$ cat config.mk
export PLATFORM = sky130hd
export DESIGN_NAME = dma_channel_control
export DESIGN_NICKNAME = d
export VERILOG_FILES = /design/src/dma_chan_pkg.sv /design/src/dma_channel_control.sv /design/src/addr_advance.sv
export SDC_FILE = /design/constraint.sdc
export NUM_CORES = 1
export LEC_CHECK = 0
export BUFFER_PORTS_ARGS = -buffer_cell sky130_fd_sc_hd__buf_2
export CAP_MARGIN = 40
export CORE_ASPECT_RATIO = 2
export CORE_MARGIN = 2
export CORE_UTILIZATION = 41
export CTS_CLUSTER_SIZE = 16
export DETAILED_ROUTE_END_ITERATION = 12
export PLACE_DENSITY = 0.7
export SYNTH_ARGS = -nofsm -noshare
export SYNTH_HDL_FRONTEND = slang
export SYNTH_SLANG_ARGS = --single-unit
$ cat constraint.sdc
create_clock -name sys_clk_i -period 3.25 [get_ports sys_clk_i]
set_input_delay 0.325 -clock sys_clk_i [delete_from_list [all_inputs] [get_ports sys_clk_i]]
set_output_delay 0.325 -clock sys_clk_i [all_outputs]
set_load 0.005 [all_outputs]
$ cat src/dma_chan_pkg.sv
// Constants and types shared by the DMA channel control block.
// Assumes a 32-bit byte-addressed register space and a 32-bit system bus.
package dma_chan_pkg;

	// Register byte addresses.
	localparam logic [31:0] IDX_ADDR   = 32'h5006_0234;
	localparam logic [31:0] SRC_ADDR   = 32'h5006_0240;
	localparam logic [31:0] DST_ADDR   = 32'h5006_0244;
	localparam logic [31:0] THR_ADDR   = 32'h5006_0248;
	localparam logic [31:0] LEN_ADDR   = 32'h5006_024C;
	localparam logic [31:0] CTRL_ADDR  = 32'h5006_0250;

	// Field positions of the channel_control register.
	localparam int CTRL_EN_BIT    = 0;
	localparam int CTRL_WIDTH_LO  = 1;
	localparam int CTRL_TRIG_BIT  = 3;
	localparam int CTRL_DINC_BIT  = 4;
	localparam int CTRL_SINC_BIT  = 5;
	localparam int CTRL_CIRC_BIT  = 6;

	// Reset values.
	localparam logic [31:0] ADDR_RESET = 32'h0000_0000;
	localparam logic [15:0] HALF_RESET = 16'h0000;
	localparam logic [31:0] WORD_ZERO  = 32'h0000_0000;

	// Transfer width codes.
	localparam logic [1:0] WIDTH_BYTE = 2'h0;
	localparam logic [1:0] WIDTH_HALF = 2'h1;
	localparam logic [1:0] WIDTH_WORD = 2'h2;

	typedef enum logic [1:0] {
		ST_IDLE,
		ST_ARM,
		ST_READ,
		ST_WRITE
	} chan_phase_t;

	// Byte step of one item for a width code; the reserved code moves nothing.
	function automatic logic [31:0] width_step(input logic [1:0] code);
		if (code == WIDTH_BYTE) begin
			width_step = 32'h0000_0001;
		end else if (code == WIDTH_HALF) begin
			width_step = 32'h0000_0002;
		end else if (code == WIDTH_WORD) begin
			width_step = 32'h0000_0004;
		end else begin
			width_step = 32'h0000_0000;
		end
	endfunction

endpackage

$ cat src/dma_channel_control.sv
// One DMA channel: registers, addressing, progress index and threshold event.
// Assumes a single-word bus master port with a one-cycle acknowledge and a
// peripheral request already routed by the request selector outside.
`timescale 1ns/10ps
`default_nettype none

module dma_channel_control
	import dma_chan_pkg::*;
(
	// Clock and reset
	input  wire logic                    sys_clk_i,
	input  wire logic                    reset_n_i,
	// Register port
	input  wire logic [31:0]             reg_addr_i,
	input  wire logic [31:0]             reg_wdata_i,
	input  wire logic                    reg_wr_i,
	input  wire logic                    reg_rd_i,
	output logic      [31:0]             reg_rdata_o,
	// Peripheral request and shared interrupt enable
	input  wire logic                    periph_req_i,
	input  wire logic                    irq_enable_i,
	// System bus master
	output logic                         bus_rd_o,
	output logic                         bus_wr_o,
	output logic      [31:0]             bus_addr_o,
	output logic      [1:0]              bus_size_o,
	output logic      [31:0]             bus_wdata_o,
	input  wire logic [31:0]             bus_rdata_i,
	input  wire logic                    bus_ack_i,
	// Status
	output logic                         irq_o,
	output logic                         active_o
);
	import dma_chan_pkg::*;

	// Register targets of the software port.
	typedef enum logic [2:0] {
		SEL_NONE,
		SEL_IDX,
		SEL_SRC,
		SEL_DST,
		SEL_THR,
		SEL_LEN,
		SEL_CTRL
	} reg_sel_t;

	// Address decode shared by the write and read paths.
	function automatic reg_sel_t reg_decode(input logic [31:0] addr);
		if (addr == IDX_ADDR) begin
			reg_decode = SEL_IDX;
		end else if (addr == SRC_ADDR) begin
			reg_decode = SEL_SRC;
		end else if (addr == DST_ADDR) begin
			reg_decode = SEL_DST;
		end else if (addr == THR_ADDR) begin
			reg_decode = SEL_THR;
		end else if (addr == LEN_ADDR) begin
			reg_decode = SEL_LEN;
		end else if (addr == CTRL_ADDR) begin
			reg_decode = SEL_CTRL;
		end else begin
			reg_decode = SEL_NONE;
		end
	endfunction

	// Every register of one channel lives here, so further channels are plain copies.
	// Nothing is shared with a neighbour except the bus it competes for and the interrupt enable.
	typedef struct packed {
		chan_phase_t phase;
		logic        en;
		logic [1:0]  width;
		logic        trig;
		logic        dinc;
		logic        sinc;
		logic        circ;
		logic [31:0] src_start;
		logic [31:0] dst_start;
		logic [31:0] cur_src;
		logic [31:0] cur_dst;
		logic [15:0] len;
		logic [15:0] thr;
		logic [15:0] idx;
		logic [31:0] data;
		logic        rd;
		logic        wr;
		logic        irq;
		logic [31:0] rdata;
		logic [31:0] baddr;
		logic        act;
	} chan_state_t;

	// Control register image; bits outside the defined fields read zero.
	function automatic logic [31:0] ctrl_image(input chan_state_t st);
		ctrl_image                       = WORD_ZERO;
		ctrl_image[CTRL_EN_BIT]          = st.en;
		ctrl_image[CTRL_WIDTH_LO +: 2]   = st.width;
		ctrl_image[CTRL_TRIG_BIT]        = st.trig;
		ctrl_image[CTRL_DINC_BIT]        = st.dinc;
		ctrl_image[CTRL_SINC_BIT]        = st.sinc;
		ctrl_image[CTRL_CIRC_BIT]        = st.circ;
	endfunction

	chan_state_t s_r;
	chan_state_t s_nxt;
	logic [31:0] src_step;
	logic [31:0] dst_step;
	logic        last_item;
	logic        wrap;
	logic        item_go;
	logic        thr_hit;
	reg_sel_t    wr_sel;
	reg_sel_t    rd_sel;

	// Address steppers for both sides.
	addr_advance u_src_adv (
		.addr_i  (s_r.cur_src),
		.width_i (s_r.width),
		.inc_i   (s_r.sinc),
		.next_o  (src_step)
	);

	addr_advance u_dst_adv (
		.addr_i  (s_r.cur_dst),
		.width_i (s_r.width),
		.inc_i   (s_r.dinc),
		.next_o  (dst_step)
	);

	assign last_item = (s_r.idx == s_r.len);
	assign wrap      = s_r.circ && s_r.trig;

	// A level request is sampled per item, so a peripheral can pace the channel.
	assign item_go   = !s_r.trig || periph_req_i;
	// The compare uses the index before it steps, one item behind the count.
	assign thr_hit   = (s_r.thr == s_r.idx) && irq_enable_i;

	// Strobes gate the decode so an idle port selects nothing.
	assign wr_sel    = reg_wr_i ? reg_decode(reg_addr_i) : SEL_NONE;
	assign rd_sel    = reg_rd_i ? reg_decode(reg_addr_i) : SEL_NONE;

	always_comb begin
		s_nxt     = s_r;
		s_nxt.irq = 1'b0;

		// Register writes; unmapped addresses are ignored.
		case (wr_sel)
			SEL_CTRL: begin
				s_nxt.width = reg_wdata_i[CTRL_WIDTH_LO +: 2];
				s_nxt.trig  = reg_wdata_i[CTRL_TRIG_BIT];
				s_nxt.dinc  = reg_wdata_i[CTRL_DINC_BIT];
				s_nxt.sinc  = reg_wdata_i[CTRL_SINC_BIT];
				s_nxt.circ  = reg_wdata_i[CTRL_CIRC_BIT];
				// A stopping channel ignores a new enable until idle.
				if (s_r.en || s_r.phase == ST_IDLE) begin
					s_nxt.en = reg_wdata_i[CTRL_EN_BIT];
				end
			end
			SEL_SRC: begin
				s_nxt.src_start = reg_wdata_i;
			end
			SEL_DST: begin
				s_nxt.dst_start = reg_wdata_i;
			end
			SEL_THR: begin
				s_nxt.thr = reg_wdata_i[15:0];
			end
			SEL_LEN: begin
				s_nxt.len = reg_wdata_i[15:0];
			end
			default: begin
				// The index is read-only, so a write to it lands here too.
				s_nxt.len = s_r.len;
			end
		endcase

		// Register reads; unmapped addresses return zero.
		case (rd_sel)
			SEL_CTRL: begin
				s_nxt.rdata = ctrl_image(s_r);
			end
			SEL_IDX: begin
				s_nxt.rdata = {16'h0000, s_r.idx};
			end
			SEL_SRC: begin
				s_nxt.rdata = s_r.src_start;
			end
			SEL_DST: begin
				s_nxt.rdata = s_r.dst_start;
			end
			SEL_THR: begin
				s_nxt.rdata = {16'h0000, s_r.thr};
			end
			SEL_LEN: begin
				s_nxt.rdata = {16'h0000, s_r.len};
			end
			default: begin
				s_nxt.rdata = WORD_ZERO;
			end
		endcase

		case (s_r.phase)
			ST_IDLE: begin
				// Nothing moves while disabled.
				if (s_r.en) begin
					s_nxt.cur_src = s_r.src_start;
					s_nxt.cur_dst = s_r.dst_start;
					s_nxt.idx     = HALF_RESET;
					s_nxt.phase   = ST_ARM;
				end
			end
			ST_ARM: begin
				if (!s_nxt.en) begin
					s_nxt.phase = ST_IDLE;
				end else if (item_go) begin
					s_nxt.rd    = 1'b1;
					s_nxt.phase = ST_READ;
				end
			end
			ST_READ: begin
				if (bus_ack_i) begin
					s_nxt.rd    = 1'b0;
					s_nxt.data  = bus_rdata_i;
					s_nxt.wr    = 1'b1;
					s_nxt.phase = ST_WRITE;
				end
			end
			ST_WRITE: begin
				if (bus_ack_i) begin
					s_nxt.wr  = 1'b0;
					s_nxt.irq = thr_hit;
					if (last_item) begin
						if (wrap) begin
							s_nxt.cur_src = s_r.src_start;
							s_nxt.cur_dst = s_r.dst_start;
							s_nxt.idx     = HALF_RESET;
							s_nxt.phase   = s_nxt.en ? ST_ARM : ST_IDLE;
						end else begin
							// Index stays at the programmed length.
							s_nxt.en    = 1'b0;
							s_nxt.phase = ST_IDLE;
						end
					end else begin
						s_nxt.idx     = s_r.idx + 16'h0001;
						s_nxt.cur_src = src_step;
						s_nxt.cur_dst = dst_step;
						// A software disable stops here, after the whole item.
						s_nxt.phase   = s_nxt.en ? ST_ARM : ST_IDLE;
					end
				end
			end
			default: begin
				s_nxt.phase = ST_IDLE;
			end
		endcase

		// Bus address and busy flag are registered, so no output leaves through gates.
		// The address follows the phase being entered, keeping it stable for the whole access.
		if (s_nxt.phase == ST_WRITE) begin
			s_nxt.baddr = s_nxt.cur_dst;
		end else begin
			s_nxt.baddr = s_nxt.cur_src;
		end
		s_nxt.act = (s_nxt.phase != ST_IDLE);
	end

	always_ff @(posedge sys_clk_i or negedge reset_n_i) begin
		if (!reset_n_i) begin
			s_r.phase     <= ST_IDLE;
			s_r.en        <= 1'b0;
			s_r.width     <= WIDTH_BYTE;
			s_r.trig      <= 1'b0;
			s_r.dinc      <= 1'b0;
			s_r.sinc      <= 1'b0;
			s_r.circ      <= 1'b0;
			s_r.src_start <= ADDR_RESET;
			s_r.dst_start <= ADDR_RESET;
			s_r.cur_src   <= ADDR_RESET;
			s_r.cur_dst   <= ADDR_RESET;
			s_r.len       <= HALF_RESET;
			s_r.thr       <= HALF_RESET;
			s_r.idx       <= HALF_RESET;
			s_r.data      <= WORD_ZERO;
			s_r.rd        <= 1'b0;
			s_r.wr        <= 1'b0;
			s_r.irq       <= 1'b0;
			s_r.rdata     <= WORD_ZERO;
			s_r.baddr     <= ADDR_RESET;
			s_r.act       <= 1'b0;
		end else begin
			s_r <= s_nxt;
		end
	end

	// Every output below is a field of the registered state.
	assign reg_rdata_o = s_r.rdata;
	assign bus_rd_o    = s_r.rd;
	assign bus_wr_o    = s_r.wr;
	assign bus_addr_o  = s_r.baddr;
	assign bus_size_o  = s_r.width;
	assign bus_wdata_o = s_r.data;
	assign irq_o       = s_r.irq;
	assign active_o    = s_r.act;
endmodule
`default_nettype wire

$ cat src/addr_advance.sv
// Next-address calculator for one side of a DMA channel.
// Assumes the width code is stable while the result is used.
`timescale 1ns/10ps
`default_nettype none
module addr_advance
	import dma_chan_pkg::*;
(
	// Current address and controls
	input  wire logic [31:0] addr_i,
	input  wire logic [1:0]  width_i,
	input  wire logic        inc_i,
	// Result
	output logic      [31:0] next_o
);
	always_comb begin
		if (inc_i) begin
			next_o = addr_i + width_step(width_i);
		end else begin
			next_o = addr_i;
		end
	end
endmodule
`default_nettype wire

==> impl_results.md <==
* Post-CTS setup buffer count at 0
* Die W at around 140 um
* Top cell type's share of synthesized area at 45.53%
* Worst Max-Slew Pin Slew at slightly below 0.7 ns
* Max-slew violation count at 0
* Max-capacitance violation count at 0
* WP data arrival at 3.46 ns
* WL/cell at 25.52 um
* Max-slew headroom at 53.97%
* Syn_area_per_cell at 10.31 um^2
* Switch share at between 30% and 40%
* # placed instances at 2112
* Clock Power Share at 34.7%
* Internal power consumption at 6.670 mW
* First-pass GRT wire length at 83.62 mm
* Crit end category: flop
* Post-route ant nets at 0
* Top post-synthesis cells by area: dfrtp_1 (46%), mux2_2 (12%), buf_4 (4.8%), nand2_1 (2.4%), nand3_1 (2.3%)
* Full die area at 39880 um^2
* Power Density at 526.8 nW/um^2
* CTS Sinks at between 200 and 300
* Cells after Synth at 1520
* Root buffer cell: clkbuf_16
* Warnings from Yosys at 0
* Seq/Total Area, Yosys at between 40 and 50%
* Post-synth EDFFs at 0
* Setup TNS at 0 ns
* Minimum clock period after layout at roughly 3 ns
* Layout cells sized above 1 at 32.91%
* Post-Syn Nets at roughly 1600
* Sequential share of power at 40.5%
* Post-route cell area at 18530 um^2
* Crit path required time at about 3.6 ns
* Seq cells post-synth at 285
* DRC at 0
* Clock latency on the worst-skew pair at 0.57 ns
* Post-synthesis cell type count at 79
* Detailed-router iteration count before antenna repair at 5
* Gr usage total at 28.01%
* Largest net degree at the start of global routing at 82
* Clock buffer depth at 3
* Hold crit path type: in2reg
* Core area at 37790 um^2
* Detailed-route wire length at ~56 mm
* Peak VDD IR at 0.3436 mV
* Net switching power at 3.092 mW
* CTS tree: yes
* Leak at 8.822 nW
* Placement Cell Area at 17230 um^2
* Layout Cells excl Fill at around 2200
* Power share of the combinational group at 24.8%
* Worst-path clk slew at 0.06 ns
* GRT Residual Overflow at 0
* Leading area contributor after synthesis: dfrtp_1
* Initial antenna violation count at 4
* Async set-or-reset flop fraction in the synthesized netlist at 100.0%
* Unrepaired setup endpoints after global routing: false
* Row Count at 101
* Synthesis-to-layout area growth at 18.29%
* Placed wire-length estimate at 41.58 mm
* Die Y at ~280 um
* DR vias/cell at 6.119
* CTS Buf Count at 27
* Vias in the first global route at between 10000 and 15000
* H-tree Lvls at 1
* IO Pins at 205
* Worst Path Max Fanout at 27
* Final period utilization at between 90% and 100%
* Top_reg_cell synth: dfrtp_1
* Crit start category: flop
* Final setup vio count at 0
* WS Path Type: reg2reg
* Top-count cell post-synth: dfrtp_1
* DRT iter0 DRCs at 844
* GPL Wtd Cong at about 1.0
* Vias post-DR at between 10000 and 15000
* Synthesized area at 15670 um^2
* Synth top cells by count: dfrtp_1 (285), mux2_2 (160), buf_4 (100)
* Post-Route Skew at 0.02397 ns
* Final hold viol count at 0
* Total Nets Final at 1829
* Port bufs at 204
* Initial core utilization at roughly two fifths
* Status: finished, final reports clean
* F_max at 324.7 MHz
state kept, by name, summed over array words and instances, names as in the netlist:
register	flops
bus_wdata_o	32
reg_rdata_o	32
bus_wr_o	1
bus_rd_o	1
bus_addr_o	32
irq_o	1
s_r	183
bus_size_o	2
active_o	1
final timing paths:
| kind | from | end | slack, ns | cells after the start |
|---|---|---|---|---|
| worst min-delay path | bus_rdata_i[1] | bus_wdata_o[1]$_DFFE_PN0P_ | 0.006 | 2 |
| min in group asynchronous | reset_n_i | reg_rdata_o[22]$_DFF_PN0_ | 0.34 | 2 |
| worst max register to register | s_r[137]$_DFFE_PN0N_ | s_r[106]$_DFFE_PN0P_ | 0.17 | 10 |
| worst max-delay path | s_r[137]$_DFFE_PN0N_ | s_r[106]$_DFFE_PN0P_ | 0.17 | 10 |
| max in group asynchronous | reset_n_i | s_r[278]$_DFFE_PN0N_ | 2.02 | 3 |
| worst min register to register | bus_wdata_o[20]$_DFFE_PN0P_ | bus_wdata_o[20]$_DFFE_PN0P_ | 0.50 | 1 |
metal layers:
metal	track usage (%)	routed length (um)	vias up
met4	25.28	5713	2
met3	3.755	2653	239
met1	25.72	17490	6655
met5	0	13	-
li1	-	-	5949
met2	52.21	30230	605
power by group through the flow:
stage               sequential, mW  clock, mW  combinational [mW]
floorplan                     3.98          0                1.54
finish                        3.95       3.39                2.42
CTS                           3.95       3.45                2.38
detailed placement            4.02          0                2.34
global placement              4.00          0                2.30
global route                  3.99       3.56                2.58
layout make-up:
cell class                 count  area [um^2]
fill                        3422        19250
multi-input combinational   1013         7333
sequential                   285         7132
timing repair buffer         366         2472
clock buffer                  36        759.5
tap                          463        579.3
clock inverter                12        171.4
inverter                      20        75.07
antenna                        3        7.507
metrics by stage:
stage / utilization (%) / worst slack, ns / hold slack, ns / power, mW
after floorplan: - / 0.4555 / 0.02941 / 5.517
after global routing: 49.04 / 0.02087 / 0.004367 / 10.13
final: 49.04 / 0.1701 / 0.006399 / 9.762
after CTS: 48.98 / 0.07672 / 0.005584 / 9.777
after detailed placement: 45.59 / 0.06443 / 0.3504 / 6.354
after global placement: 45.59 / 0.08982 / 0.3455 / 6.307
cells in the final DEF, fill, tap and decap left out, drive strengths merged, types with 30 or more instances in the layout:
cell type	Yosys	final
nand2	99	99
a21oi	68	68
buf	122	331
nand4	35	35
nor2	50	50
clkbuf	80	36
dlygate4sd3	0	35
a22oi	41	41
mux2	160	160
xnor2	30	30
o21ai	72	72
nand3	71	71
nor3	35	35
dfrtp	285	285
kinds of logic (layout without fill, tap and decap cells):
kind of cell	after synthesis	in the layout	synth area share, %
buffers and inverters	222	434	7.875
other	0	3	0
multiplexers	180	180	12.78
AO/OA/AOI/OAI	369	369	16.74
AND/OR/NAND/NOR	415	415	13.93
flip-flops	285	285	45.53
XOR/XNOR	36	36	2.013
adder cells (fa/ha/maj)	13	13	1.134
critical path: stages (launching register included):
cell,delay [ns]
dfrtp_1,0.41
xnor2_1,0.14
buf_4,0.16
nand4_1,0.12
or4_2,0.16
buf_4,0.33
buf_4,0.29
nand2_1,0.22
or2_2,0.40
buf_12,0.15
o41ai_1,0.50
timing repair:
| action | in CTS | in global routing |
|---|---|---|
| endpoints found under the hold margin | 112 | 0 |
| setup endpoints to repair | 0 | 5 |
| resized for setup | 0 | 5 |
| hold buffers | 35 | 0 |
Note: power is estimated with default switching activity, not from simulation.
